==> src/shared/pfs_pkg.sv <==
// Purpose: Constants and types for the dual-timer pin function select.
// Assumes: APB with 8-bit byte addresses and 32-bit data.
// Notes: One word per register; unused bits read as zero.
package pfs_pkg;
  // ==========================================================
  // Sizes
  localparam int unsigned CNT_W = 16;
  localparam int unsigned NPIN = 4;
  localparam int unsigned AW = 8;
  localparam int unsigned DW = 32;

  // ==========================================================
  // Register offsets
  localparam logic [7:0] OFS_CTRL0 = 8'h00;
  localparam logic [7:0] OFS_CTRL1 = 8'h04;
  localparam logic [7:0] OFS_OUT_DIS = 8'h08;
  localparam logic [7:0] OFS_FUNC = 8'h0C;
  localparam logic [7:0] OFS_IO_AB = 8'h10;
  localparam logic [7:0] OFS_IO_CD = 8'h14;
  localparam logic [7:0] OFS_PWM_SEL = 8'h18;
  localparam logic [7:0] OFS_PORT_DIR = 8'h1C;
  localparam logic [7:0] OFS_PORT_DATA = 8'h20;
  localparam logic [7:0] OFS_GR0 = 8'h24;
  localparam logic [7:0] OFS_GR_STEP = 8'h04;
  localparam logic [7:0] OFS_GR1 = 8'h34;
  localparam logic [7:0] OFS_CNT0 = 8'h38;
  localparam logic [7:0] OFS_CNT1 = 8'h3C;
  localparam logic [7:0] OFS_STATUS = 8'h40;

  // ==========================================================
  // Field encodings
  localparam logic [2:0] CSS_MAX_SYS = 3'h5;
  localparam logic [2:0] CSS_FAST = 3'h6;
  localparam logic [1:0] CMB_NONE = 2'h0;
  localparam logic [1:0] CMB_RSYNC = 2'h1;
  localparam logic [2:0] IO_EXTCLK = 3'h0;
  localparam logic [2:0] IO_CMP_LOW = 3'h1;
  localparam logic [2:0] IO_CMP_HIGH = 3'h2;
  localparam logic [1:0] IO_CMP_PAIR = 2'h1;

  // ==========================================================
  // Reset values
  localparam logic [3:0] OUT_DIS_RST = 4'hF;
  localparam logic [3:0] FUNC_RST = 4'h4;
  localparam logic [15:0] GR_RST = 16'hFFFF;

  // ==========================================================
  // Types
  typedef struct packed {
    logic clr_on_match;
    logic run;
    logic [2:0] count_source_sel;
  } pfs_ctrl_t;

  typedef struct packed {
    logic ext_clock_select;
    logic fixed_period_mode_bit;
    logic [1:0] combination_mode_field;
  } pfs_func_t;

  typedef struct packed {
    logic [2:0] hi_io;
    logic pin_a_extra_ctrl;
    logic [2:0] lo_io;
  } pfs_io_t;

  typedef enum logic [2:0] {
    FN_PORT, FN_CPWM, FN_RSYNC, FN_FIXED, FN_PWM, FN_CMP, FN_CAP, FN_EXTCLK
  } pfs_fn_t;
endpackage

==> src/design/pfs_pin_select.sv <==
// Purpose: Pin function and mode select for channel 0 of a dual timer.
// Assumes: Pin inputs synchronous to pclk; fast oscillator as a tick.
//
// Design decisions made here: the APB slave port and the register offsets.
`timescale 1ns/1ns
module pfs_pin_select
  import pfs_pkg::*;
(
  input wire logic pclk,
  input wire logic presetn,
  input wire logic psel,
  input wire logic penable,
  input wire logic pwrite,
  input wire logic [AW-1:0] paddr,
  input wire logic [DW-1:0] pwdata,
  output logic [DW-1:0] prdata,
  output logic pready,
  output logic pslverr,
  input wire logic fast_onchip_osc_clock,
  input wire logic [NPIN-1:0] ch0_pin_in,
  output logic [NPIN-1:0] ch0_pin_out,
  output logic [NPIN-1:0] ch0_pin_oe_n,
  output logic [1:0] op_clk_fast
);
  // ==========================================================
  // Decoding helpers
  function automatic logic op_tick(input logic [2:0] css, input logic osc);
    op_tick = 1'h0;
    if (css <= CSS_MAX_SYS) begin
      op_tick = 1'h1;
    end else if (css == CSS_FAST) begin
      op_tick = osc;
    end
  endfunction

  function automatic logic [7:0] gr_addr(input int unsigned k);
    gr_addr = OFS_GR0 + 8'(k) * OFS_GR_STEP;
  endfunction

  function automatic pfs_fn_t pin_fn(input int unsigned idx,
      input logic dis, input pfs_func_t f, input logic pwm,
      input logic extra, input logic [2:0] io);
    logic cmp_io;
    logic timer;
    logic plain;
    cmp_io = (io == IO_CMP_LOW) || (io[2:1] == IO_CMP_PAIR);
    timer = f.fixed_period_mode_bit && f.combination_mode_field == CMB_NONE;
    plain = !f.fixed_period_mode_bit && f.combination_mode_field == CMB_NONE;
    pin_fn = FN_PORT;
    if (idx == 0) begin
      if (f.fixed_period_mode_bit && f.ext_clock_select &&
          io == IO_EXTCLK) begin
        pin_fn = FN_EXTCLK;
      end else if (!f.ext_clock_select) begin
        if (!dis && plain) begin
          pin_fn = FN_FIXED;
        end else if (timer && !dis && extra && cmp_io) begin
          pin_fn = FN_CMP;
        end else if (timer && io[2]) begin
          pin_fn = FN_CAP;
        end
      end
    end else begin
      if (!dis && f.combination_mode_field[1]) begin
        pin_fn = FN_CPWM;
      end else if (!dis && f.combination_mode_field == CMB_RSYNC) begin
        pin_fn = FN_RSYNC;
      end else if (idx == 1 && !dis && plain) begin
        pin_fn = FN_FIXED;
      end else if (timer && pwm && !dis) begin
        pin_fn = FN_PWM;
      end else if (timer && !pwm && !dis && cmp_io) begin
        pin_fn = FN_CMP;
      end else if (timer && !pwm && io[2]) begin
        pin_fn = FN_CAP;
      end
    end
  endfunction

  // ==========================================================
  // Register file
  pfs_ctrl_t ctrl0_r;
  pfs_ctrl_t ctrl1_r;
  pfs_func_t func_r;
  pfs_io_t io_ab_r;
  pfs_io_t io_cd_r;
  logic [NPIN-1:0] out_dis_r;
  logic [NPIN-1:0] pwm_sel_r;
  logic [NPIN-1:0] port_dir_r;
  logic [NPIN-1:0] port_data_r;
  logic [CNT_W-1:0] gr_r [NPIN];
  logic [CNT_W-1:0] gr1_r;
  logic [CNT_W-1:0] cnt0_r;
  logic [CNT_W-1:0] cnt1_r;
  logic [CNT_W-1:0] cnt0_nxt;
  logic [CNT_W-1:0] cnt1_nxt;
  logic [NPIN-1:0] pin_prev_r;
  logic [NPIN-1:0] wave_r;
  logic [NPIN-1:0] wave_nxt;
  logic [NPIN-1:0] cap_w;
  logic [NPIN-1:0] is_out_w;
  logic [2:0] pio_w [NPIN];
  pfs_fn_t pin_fn_w [NPIN];
  logic wr_en;
  logic cnt0_wr;
  logic cnt1_wr;
  logic tick0;
  logic tick1;
  logic up0_r;
  logic combined;
  logic ext_mode;
  logic pa_rise;
  logic [DW-1:0] rd_mux;
  logic rd_ok;

  assign pready = 1'h1;
  assign wr_en = psel && penable && pwrite;
  assign cnt0_wr = wr_en && paddr == OFS_CNT0;
  assign cnt1_wr = wr_en && paddr == OFS_CNT1;

  always_ff @(posedge pclk or negedge presetn) begin
    if (!presetn) begin
      ctrl0_r <= '0;
      ctrl1_r <= '0;
      func_r <= FUNC_RST;
      io_ab_r <= '0;
      io_cd_r <= '0;
      out_dis_r <= OUT_DIS_RST;
      pwm_sel_r <= '0;
      port_dir_r <= '0;
      port_data_r <= '0;
      gr1_r <= GR_RST;
    end else if (wr_en) begin
      case (paddr)
        OFS_CTRL0: ctrl0_r <= pwdata[$bits(pfs_ctrl_t)-1:0];
        OFS_CTRL1: ctrl1_r <= pwdata[$bits(pfs_ctrl_t)-1:0];
        OFS_FUNC: func_r <= pwdata[$bits(pfs_func_t)-1:0];
        OFS_IO_AB: io_ab_r <= pwdata[$bits(pfs_io_t)-1:0];
        OFS_IO_CD: io_cd_r <= pwdata[$bits(pfs_io_t)-1:0];
        OFS_OUT_DIS: out_dis_r <= pwdata[NPIN-1:0];
        OFS_PWM_SEL: pwm_sel_r <= {pwdata[NPIN-1:1], 1'h0};
        OFS_PORT_DIR: port_dir_r <= pwdata[NPIN-1:0];
        OFS_PORT_DATA: port_data_r <= pwdata[NPIN-1:0];
        OFS_GR1: gr1_r <= pwdata[CNT_W-1:0];
        default: ;
      endcase
    end
  end

  // Reads are answered with no wait state, so data is latched in setup.
  always_comb begin
    rd_ok = 1'h1;
    rd_mux = '0;
    case (paddr)
      OFS_CTRL0: rd_mux = DW'(ctrl0_r);
      OFS_CTRL1: rd_mux = DW'(ctrl1_r);
      OFS_FUNC: rd_mux = DW'(func_r);
      OFS_IO_AB: rd_mux = DW'(io_ab_r);
      OFS_IO_CD: rd_mux = DW'(io_cd_r);
      OFS_OUT_DIS: rd_mux = DW'(out_dis_r);
      OFS_PWM_SEL: rd_mux = DW'(pwm_sel_r);
      OFS_PORT_DIR: rd_mux = DW'(port_dir_r);
      OFS_PORT_DATA: rd_mux = DW'(port_data_r);
      OFS_GR1: rd_mux = DW'(gr1_r);
      OFS_CNT0: rd_mux = DW'(cnt0_r);
      OFS_CNT1: rd_mux = DW'(cnt1_r);
      OFS_STATUS: rd_mux = DW'({ch0_pin_in, op_clk_fast, pin_fn_w[3],
                                pin_fn_w[2], pin_fn_w[1], pin_fn_w[0]});
      default: rd_ok = 1'h0;
    endcase
    for (int k = 0; k < NPIN; k++) begin
      if (paddr == gr_addr(k)) begin
        rd_mux = DW'(gr_r[k]);
        rd_ok = 1'h1;
      end
    end
  end

  always_ff @(posedge pclk or negedge presetn) begin
    if (!presetn) begin
      prdata <= '0;
      pslverr <= 1'h0;
    end else if (psel && !penable) begin
      prdata <= pwrite ? '0 : rd_mux;
      pslverr <= !rd_ok;
    end
  end

  // ==========================================================
  // Counters
  assign combined = !func_r.fixed_period_mode_bit ||
                    func_r.combination_mode_field != CMB_NONE;
  // The external clock path is closed in fixed-period mode.
  assign ext_mode = func_r.fixed_period_mode_bit &&
                    pin_fn_w[0] == FN_EXTCLK;
  assign pa_rise = ch0_pin_in[0] && !pin_prev_r[0];
  assign tick0 = ctrl0_r.run &&
      (ext_mode ? pa_rise
                : op_tick(ctrl0_r.count_source_sel,
                          fast_onchip_osc_clock));
  assign tick1 = combined ? tick0 :
      ctrl1_r.run && op_tick(ctrl1_r.count_source_sel,
                             fast_onchip_osc_clock);

  always_comb begin
    cnt0_nxt = cnt0_r;
    if (tick0) begin
      if (func_r.combination_mode_field[1]) begin
        cnt0_nxt = (up0_r && cnt0_r != gr_r[0]) || cnt0_r == '0 ?
                   cnt0_r + 16'h1 : cnt0_r - 16'h1;
      end else if ((ctrl0_r.clr_on_match || combined) &&
                   cnt0_r == gr_r[0]) begin
        cnt0_nxt = '0;
      end else begin
        cnt0_nxt = cnt0_r + 16'h1;
      end
    end
  end

  always_comb begin
    cnt1_nxt = cnt1_r;
    if (combined) begin
      cnt1_nxt = cnt0_nxt;
    end else if (tick1) begin
      cnt1_nxt = (ctrl1_r.clr_on_match && cnt1_r == gr1_r) ? '0 :
                 cnt1_r + 16'h1;
    end
  end

  always_ff @(posedge pclk or negedge presetn) begin
    if (!presetn) begin
      cnt0_r <= '0;
      cnt1_r <= '0;
      up0_r <= 1'h1;
      op_clk_fast <= '0;
      pin_prev_r <= '0;
    end else begin
      cnt0_r <= cnt0_wr ? pwdata[CNT_W-1:0] : cnt0_nxt;
      cnt1_r <= cnt1_wr ? pwdata[CNT_W-1:0] : cnt1_nxt;
      if (tick0 && cnt0_r == gr_r[0]) begin
        up0_r <= 1'h0;
      end else if (tick0 && cnt0_r == '0) begin
        up0_r <= 1'h1;
      end
      op_clk_fast <= {ctrl1_r.count_source_sel == CSS_FAST,
                      ctrl0_r.count_source_sel == CSS_FAST};
      pin_prev_r <= ch0_pin_in;
    end
  end

  // ==========================================================
  // Per-pin function, waveform and capture
  genvar gi;
  generate
    for (gi = 0; gi < NPIN; gi++) begin : g_pin
      if (gi < 2) begin : g_ab
        assign pio_w[gi] = gi == 0 ? io_ab_r.lo_io : io_ab_r.hi_io;
      end else begin : g_cd
        assign pio_w[gi] = gi == 2 ? io_cd_r.lo_io : io_cd_r.hi_io;
      end

      always_comb begin
        pin_fn_w[gi] = pin_fn(gi, out_dis_r[gi], func_r, pwm_sel_r[gi],
                              io_ab_r.pin_a_extra_ctrl, pio_w[gi]);
      end

      assign is_out_w[gi] = pin_fn_w[gi] inside
          {FN_CPWM, FN_RSYNC, FN_FIXED, FN_PWM, FN_CMP};
      // Capture edge: 100b rising, 101b falling, 11Xb both.
      assign cap_w[gi] = pin_fn_w[gi] == FN_CAP &&
          (pio_w[gi][1] ? ch0_pin_in[gi] != pin_prev_r[gi] :
           pio_w[gi][0] ? !ch0_pin_in[gi] && pin_prev_r[gi] :
           ch0_pin_in[gi] && !pin_prev_r[gi]);

      always_comb begin
        wave_nxt[gi] = wave_r[gi];
        case (pin_fn_w[gi])
          FN_CPWM: wave_nxt[gi] = {1'h0, cnt0_r} >=
                   {1'h0, gr_r[gi]} + {1'h0, gr1_r};
          FN_RSYNC: wave_nxt[gi] = cnt0_r < gr_r[gi];
          FN_PWM: wave_nxt[gi] = cnt0_r < gr_r[gi];
          FN_FIXED: wave_nxt[gi] =
                    cnt0_r < (gi == 0 ? gr_r[2] : gr1_r);
          FN_CMP: begin
            if (tick0 && cnt0_r == gr_r[gi]) begin
              wave_nxt[gi] = pio_w[gi] == IO_CMP_LOW ? 1'h0 :
                             pio_w[gi] == IO_CMP_HIGH ? 1'h1 :
                             !wave_r[gi];
            end
          end
          default: wave_nxt[gi] = wave_r[gi];
        endcase
      end

      always_ff @(posedge pclk or negedge presetn) begin
        if (!presetn) begin
          wave_r[gi] <= 1'h0;
          ch0_pin_out[gi] <= 1'h0;
          ch0_pin_oe_n[gi] <= 1'h1;
        end else begin
          wave_r[gi] <= wave_nxt[gi];
          ch0_pin_out[gi] <= is_out_w[gi] ? wave_nxt[gi] :
                             port_data_r[gi];
          // Input functions trust the direction bit being input.
          ch0_pin_oe_n[gi] <= is_out_w[gi] ? 1'h0 :
                              !port_dir_r[gi];
        end
      end

      // A capture in the same cycle as a software write wins.
      always_ff @(posedge pclk or negedge presetn) begin
        if (!presetn) begin
          gr_r[gi] <= GR_RST;
        end else if (cap_w[gi]) begin
          gr_r[gi] <= cnt0_r;
        end else if (wr_en && paddr == gr_addr(gi)) begin
          gr_r[gi] <= pwdata[CNT_W-1:0];
        end
      end
    end
  endgenerate

  // ==========================================================
  // Checks
  logic pwm_c_ref;
  logic rsync_b_ref;
  logic op0_tick;
  assign pwm_c_ref = cnt0_r < gr_r[2];
  assign rsync_b_ref = cnt0_r < gr_r[1];
  assign op0_tick = op_tick(ctrl0_r.count_source_sel, fast_onchip_osc_clock);

  property p_sys_clk;
    @(posedge pclk) disable iff (!presetn)
    ctrl0_r.count_source_sel <= CSS_MAX_SYS |=> !op_clk_fast[0];
  endproperty
  a_sys_clk: assert property (p_sys_clk)
    else $error("system clock not selected");

  property p_fast_clk;
    @(posedge pclk) disable iff (!presetn)
    ctrl1_r.count_source_sel == CSS_FAST |=> op_clk_fast[1];
  endproperty
  a_fast_clk: assert property (p_fast_clk)
    else $error("fast oscillator not selected");

  property p_fixed_a;
    @(posedge pclk) disable iff (!presetn)
    (!out_dis_r[0] && !func_r.fixed_period_mode_bit &&
     !func_r.ext_clock_select &&
     func_r.combination_mode_field == CMB_NONE) |=> !ch0_pin_oe_n[0];
  endproperty
  a_fixed_a: assert property (p_fixed_a)
    else $error("pin A not driving fixed-period wave");

  property p_cpwm;
    @(posedge pclk) disable iff (!presetn)
    (!out_dis_r[3] && func_r.combination_mode_field[1]) |=>
      !ch0_pin_oe_n[3];
  endproperty
  a_cpwm: assert property (p_cpwm)
    else $error("pin D not driving complementary wave");

  property p_rsync;
    @(posedge pclk) disable iff (!presetn)
    pin_fn_w[1] == FN_RSYNC |=> ch0_pin_out[1] == $past(rsync_b_ref);
  endproperty
  a_rsync: assert property (p_rsync)
    else $error("pin B reset-sync wave wrong");

  property p_pwm;
    @(posedge pclk) disable iff (!presetn)
    pin_fn_w[2] == FN_PWM |=>
      ch0_pin_out[2] == $past(pwm_c_ref) && !ch0_pin_oe_n[2];
  endproperty
  a_pwm: assert property (p_pwm)
    else $error("pin C PWM wave wrong");

  property p_cmp_high;
    @(posedge pclk) disable iff (!presetn)
    (pin_fn_w[3] == FN_CMP && pio_w[3] == IO_CMP_HIGH && tick0 &&
     cnt0_r == gr_r[3]) |=> ch0_pin_out[3] ##1 ch0_pin_out[3] ||
     pin_fn_w[3] != FN_CMP || cnt0_r == gr_r[3];
  endproperty
  a_cmp_high: assert property (p_cmp_high)
    else $error("compare match did not set pin D");

  property p_capture;
    @(posedge pclk) disable iff (!presetn)
    cap_w[1] |=> gr_r[1] == $past(cnt0_r);
  endproperty
  a_capture: assert property (p_capture)
    else $error("capture did not copy counter");

  property p_ext_count;
    @(posedge pclk) disable iff (!presetn)
    (ext_mode && ctrl0_r.run && pa_rise && !cnt0_wr &&
     !func_r.combination_mode_field[1]) |=> cnt0_r != $past(cnt0_r);
  endproperty
  a_ext_count: assert property (p_ext_count)
    else $error("external clock edge not counted");

  property p_no_ext_fixed;
    @(posedge pclk) disable iff (!presetn)
    (!func_r.fixed_period_mode_bit && !op0_tick && !cnt0_wr) |=>
      $stable(cnt0_r);
  endproperty
  a_no_ext_fixed: assert property (p_no_ext_fixed)
    else $error("counter moved without operation tick");

  property p_port;
    @(posedge pclk) disable iff (!presetn)
    pin_fn_w[3] == FN_PORT |=>
      ch0_pin_out[3] == $past(port_data_r[3]) &&
      ch0_pin_oe_n[3] == !$past(port_dir_r[3]);
  endproperty
  a_port: assert property (p_port)
    else $error("pin D not a plain port");

  c_capture: cover property (@(posedge pclk) disable iff (!presetn)
    cap_w[2]);
  c_cpwm: cover property (@(posedge pclk) disable iff (!presetn)
    pin_fn_w[1] == FN_CPWM ##1 !up0_r);
  c_ext: cover property (@(posedge pclk) disable iff (!presetn)
    ext_mode && pa_rise && ctrl0_r.run);
endmodule

==> config.mk <==
export PLATFORM = sky130hd
export DESIGN_NAME = pfs_pin_select
export DESIGN_NICKNAME = d
export VERILOG_FILES = /design/src/shared/pfs_pkg.sv /design/src/design/pfs_pin_select.sv
export SDC_FILE = /design/constraint.sdc
export NUM_CORES = 1
export LEC_CHECK = 0
export ABC_CLOCK_PERIOD_IN_PS = 4500
export BUFFER_PORTS_ARGS = -buffer_cell sky130_fd_sc_hd__buf_2
export CORE_ASPECT_RATIO = 1.4
export CORE_UTILIZATION = 25
export CTS_CLUSTER_SIZE = 25
export DETAILED_ROUTE_END_ITERATION = 8
export PLACE_DENSITY = 0.44
export SETUP_SLACK_MARGIN = 0.1
export SLEW_MARGIN = 0
export SYNTH_ARGS = -nofsm -noshare
export SYNTH_HDL_FRONTEND = slang
export SYNTH_SLANG_ARGS = --single-unit
==> constraint.sdc <==
create_clock -name pclk -period 4.5 [get_ports pclk]
set_clock_uncertainty 0.1 [all_clocks]
set_input_delay 0.9 -clock pclk [delete_from_list [all_inputs] [get_ports pclk]]
set_output_delay 0.9 -clock pclk [all_outputs]
set_load 0.005 [all_outputs]
# [Word-level counts from Yosys, hierarchy flattened]
# Cells that the tools add are included.
[totals] ff_bits=207 latch_bits=0 ram_bits=0 rom_bits=0 in_bits=50 output_inout_bits=44 wordCells=345 mem_count=0
[op_classes] add_sub_neg=7 multipliers=0 div_mod_pow=0 magnitude_cmp=11 eq_ne=66 shift=0 mux=89 n_bitwise=0 reduce_logical=129
[op_table] op="$mux W16" count=17
[op_table] op="$pmux W18 S13" count=1
[op_table] op="$mux W32" count=5
[op_table] op="$eq A16 B16 Y1" count=5
[op_table] op="$lt A16 B16 Y1" count=5
[op_table] op="$add A16 B16 Y17" count=4
[op_table] op="$ge A16 B17 Y1" count=4
[op_table] op="$logic_and A1 B1 Y1" count=66
[op_table] op="$eq A8 B6 Y1 const B" count=8
[op_table] op="$mux W3" count=21
[op_table] op="$eq A3 B3 Y1 const B" count=15
[op_table] op="$mux W1" count=41
[op_table] op="$eq A3 B2 Y1 const B" count=12
[op_table] op="$add A16 B1 Y16 const B" count=2
[op_table] op="$eq A8 B5 Y1 const B" count=4
[op_table] op="$logic_not A1 Y1" count=26
[op_table] op="$eq A3 B1 Y1 const B" count=8
[op_table] op="$reduce_and A2 Y1" count=10
[op_table] op="$reduce_bool A5 Y1" count=4
[op_table] op="$eq A8 B4 Y1 const B" count=2
[op_table] op="$logic_not A16 Y1" count=1
[op_table] op="$ne A16 B16 Y1" count=1
[op_table] op="$pmux W1 S4" count=4
[op_table] op="$sub A16 B1 Y16 const B" count=1
[op_table] op="other kinds (13)" count=35

# [Logic depth before layout (Yosys ltp)]
[logic_depth] word_depth=17 mapped_depth=17 mapped_depth_nobuf=17

# [Worst setup path after synthesis]
# OpenSTA, ideal clock, no wires.
[synth_timing] kind="reg2reg" start="register gr1_r[0]" end="register ch0_pin_out[2]" setup_ns=0.126 arrival_ns=3.650 t_required_ns=4.274 path_slack_ns=0.625 stages_incl_launch_ff=18 n_path_buf=0 period_less_slack_ns=3.875 cell_sequence="dfstp_2 > ha_1 > fa_1 > a211oi_1 > o21a_1 > o21ai_0 > a311oi_1 > o21bai_1 > a21oi_1 > xor2_1 > ha_1 > a21o_1 > a211o_1 > a31oi_1 > nand3_1 > o2111ai_1 > o221a_2 > nand3_1"
[synth_between] elab_chain_len=4 word_cells_on_any_way=5 cone_classes="add/sub: 1; order compare: 2; mux: 2"
[synth_rtl] element="from (decl)" line_no="pfs_pin_select.sv:92" source="logic [CNT_W-1:0] gr1_r;"
[synth_rtl] element="from (signal assigned)" line_no="pfs_pin_select.sv:144" source="OFS_GR1: gr1_r <= pwdata[CNT_W-1:0];"
[synth_rtl] element="$add A16 B16 Y17" line_no="pfs_pin_select.sv:279" source="{1'h0, gr_r[gi]} + {1'h0, gr1_r};"
[synth_rtl] element="$ge A16 B17 Y1" line_no="pfs_pin_select.sv:278" source="FN_CPWM: wave_nxt[gi] = {1'h0, cnt0_r} >="
[synth_rtl] element="$pmux W1 S4 *" line_no="pfs_pin_select.sv:277" source="case (pin_fn_w[gi])"
[synth_rtl] element="$mux W1 *" line_no="pfs_pin_select.sv:302" source="ch0_pin_out[gi] <= is_out_w[gi] ? wave_nxt[gi] :"
[synth_rtl] element="to (signal, indexed assignment)" line_no="pfs_pin_select.sv:302"
[synth_rtl] element="to (decl)" line_no="pfs_pin_select.sv:21" source="output logic [NPIN-1:0] ch0_pin_out,"
# Mark *: on every way between the ends. The rest lies on a longest branch, timed or not.
# A chain may end at the register's enable or synchronous reset.

# [Worst setup path in the final report]
[layout_timing] start="register gr1_r[1]" end="register ch0_pin_out[1]"
# The elaborated chain is that of the path after synthesis.

==> impl_metrics.json <==
{
  "dieArea_sq_um": 67900,
  "drive_gt1_frac": 0.185,
  "path_delay_family": "compound AO/OA/AOI/OAI gates",
  "slowest_stage": "dfstp_2",
  "ys_ff_latch": 193,
  "hold_class": "in2async",
  "grt_pass1_vias": 16000,
  "fmax_mhz": 236,
  "drc": 3,
  "outcome": "complete, but fails checks",
  "avgSynthCellArea_sq_um": 8.61,
  "slew_violations": 0,
  "fillCellCount": 7079,
  "clk_pin_slew_ps": 80,
  "ir_drop_uv": 266,
  "clock_latency_ps": 480,
  "dp_hpwl_microns": 57400,
  "finalNonFillerCells": 2873,
  "synth_flop_cell": "dfrtp_1",
  "cts_root_buf": "clkbuf_16",
  "placedCellCount": 2837,
  "grt_pass1_wl_microns": 109000,
  "r2r-start": "gr1_r[1]",
  "ios": 94,
  "crit_path_max_incr_delay_ps": 620,
  "drt-pass1-iter-count": 7,
  "cts_buffers": 17,
  "relSlewSlack": 0.287,
  "startpoint": "gr1_r[1]",
  "overflow": 0,
  "ys_types": 84,
  "grt_usage": 0.223,
  "synth_top_area_frac": 0.154,
  "fin_nets": 2252,
  "cts_hold_buf": 0,
  "rr_endpoint": "ch0_pin_out[1]",
  "core_sq_um": 65800,
  "vias_per_cell": 5.53,
  "cp_max_fo": 6,
  "synthToLayoutAreaGrowth_pct": 14.0,
  "first_iter_violations": 1147,
  "wl_per_cell_microns": 26.4,
  "grt_start_max_net_pins": 83,
  "ant_nets": 0,
  "worstPathCellList": "buf_4 > ha_1 > a21o_1 > a211oi_1 > buf_4 > o211ai_1 > nand2_1 > o31ai_1 > o41ai_1 > xor2_1 > ha_1 > a2111oi_1 > nand3_1 > o211ai_1 > buf_4 > nand3_1",
  "cp-end-kind": "flop",
  "crit_type": "reg2reg",
  "cp-start-kind": "flop",
  "rows": 111,
  "wl_microns": 75900,
  "fin_util": 0.290,
  "setup_violations": 0,
  "die_width_microns": 221,
  "arrival_ps": 4450,
  "grt_antenna_before_repair": 1,
  "max_cap_viol_count": 0,
  "synth_top_cell_by_area": "dfrtp_1",
  "synth_edf_count": 0,
  "cts_tree": "built",
  "reg2reg_slack_ps": 270,
  "place.port_buffers": 62,
  "cp.buffers_inverters": 3,
  "ys_seq_area_frac": 0.296,
  "chipHeight_microns": 308,
  "violations": "DRC",
  "syn_inst": 1941,
  "dr_total_vias": 15900,
  "async_flop_share": 1.00,
  "netlist_top_cells_area": "dfrtp_1, dfstp_2, ha_1, a21oi_1, mux2i_1",
  "r2r_cells": 16,
  "worstPathRequired_ps": 4720,
  "start_util": 0.254,
  "routabilityCongestion": 0.919,
  "worstSetupPathDepth": 16,
  "fin_crit_sh": 0.940,
  "endpoint": "ch0_pin_out[1]",
  "cts-htree-levels": 4,
  "clock-sinks": 193,
  "rsz0062_at_grt": "false",
  "syn_area_sq_um": 16700,
  "cp_common_cell": "buf_4",
  "power.density_nw_per_um2": 222,
  "tightest_slew_ps": 1070,
  "power_leakage_nw": 8.47,
  "fin_crit_ps": 4230,
  "ys_warn_count": 0,
  "hold_viol_final": 0,
  "clockBufferDepth": 2
}
stage by stage:
| stage | setup TNS [ps] | power [mW] | setup slack, ps | instance area [sq um] | hold WS (ps) |
|---|---|---|---|---|---|
| final | 0 | 4.24 | 270 | 19100 | 369 |
| after global routing | 0 | 4.38 | 122 | 19100 | 393 |
| after CTS | 0 | 4.26 | 127 | 19000 | 383 |
| after detailed placement | -30.2 | 2.58 | -18.1 | 18400 | 363 |
| after global placement | 0 | 2.57 | 33.6 | 18400 | 362 |
| after floorplan | 0 | 2.25 | 625 | 16800 | 285 |
where the power goes:
part,total [mW],switching [mW],internal [mW]
combinational,0.673,0.440,0.233
sequential,1.89,0.0926,1.80
clock,1.68,0.822,0.855
total,4.24,1.35,2.89
sequential cells by signal (all words and copies together) (netlist names), 5 cells and up:
register and cells:
io_cd_r 7, cnt0_r 16, gr1_r 16, io_ab_r 7, gr_r 64, ctrl1_r 5, prdata 18, cnt1_r 16
ctrl0_r 5
how the worst min path moves through the flow:
stage | startpoint | to | slack [ps]
global route | port_dir_r[0] | ch0_pin_oe_n[0] | 390
detailed placement | prdata[0] | prdata[0] | 360
floorplan | port_dir_r[1] | ch0_pin_oe_n[1] | 280
finish | presetn | cnt0_r[14] | 370
CTS | prdata[0] | prdata[0] | 380
global placement | prdata[15] | prdata[15] | 360
cells in the final DEF, fill, tap and decap left out, types with 61 or more instances in the layout:
master	netlist	routed
mux2_2	62	62
buf_2	3	61
nor2_1	186	186
a21oi_1	171	171
ha_1	187	187
dfstp_2	90	90
inv_1	119	119
mux2i_1	70	70
dfrtp_1	103	103
o21ai_0	106	102
buf_4	15	90
nand2_1	125	125
cell type report:
| type | count | area (sq um) | share of cell area |
|---|---|---|---|
| Sequential cell | 193 | 4940 | 0.259 |
| Tap cell | 847 | 1060 | 0.0556 |
| Timing Repair Buffer | 155 | 1050 | 0.0553 |
| Antenna cell | 1 | 2.50 | 0.000131 |
| Clock buffer | 18 | 439 | 0.0230 |
| Clock inverter | 14 | 175 | 0.00919 |
| Inverter | 119 | 447 | 0.0234 |
| Multi-Input combinational cell | 1526 | 10900 | 0.574 |
kinds of logic (layout without fill, tap and decap cells):
| logic type | after synthesis | after routing | synth area share |
|---|---|---|---|
| compound gates | 567 | 567 | 0.223 |
| xor+xnor | 65 | 65 | 0.0341 |
| fa+ha+maj | 190 | 190 | 0.144 |
| buf+inv | 235 | 306 | 0.0568 |
| flops | 193 | 193 | 0.296 |
| mux | 132 | 132 | 0.0837 |
| other cells | 2 | 16 | 0.000449 |
| simple gates | 557 | 557 | 0.163 |
cell usage after synthesis, types with 17 or more instances:
cell type,count
ha_1,187
nor2_1,186
a21oi_1,171
nand2_1,125
inv_1,119
o21ai_0,106
dfrtp_1,103
clkbuf_1,93
dfstp_2,90
mux2i_1,70
mux2_2,62
xor2_1,49
nand3_1,43
nor3_1,35
a21o_1,34
nand4_1,30
a211oi_1,24
a22oi_1,24
o21a_1,22
nor2b_1,21
a221oi_1,20
a31oi_1,19
o211ai_1,18
or3_1,18
and3_1,17
per-layer routing:
layer / track usage / part of all wire / vias to the layer above
met1: 0.239 / 0.37 / 7859
met3: 0.0179 / 0.034 / 211
li1: - / - / 7269
met4: 0.168 / 0.082 / 0
met5: 0 / 0 / -
met2: 0.403 / 0.51 / 559
repair_timing:
action,in CTS,in global routing
buffers inserted,0,3
pin swaps,0,11
setup endpoints to repair,2,6
resized for setup,2,15
worst register-to-register path, stage by stage, from the launching register on:
cell       delay (ps)
dfstp_2           620
buf_4             210
ha_1              250
a21o_1            190
a211oi_1          390
buf_4             190
o211ai_1          180
nand2_1           150
o31ai_1           110
o41ai_1           370
xor2_1            120
ha_1              210
a2111oi_1         360
nand3_1           150
o211ai_1          120
buf_4             170
nand3_1           160
(Power assumes the default switching activity.)
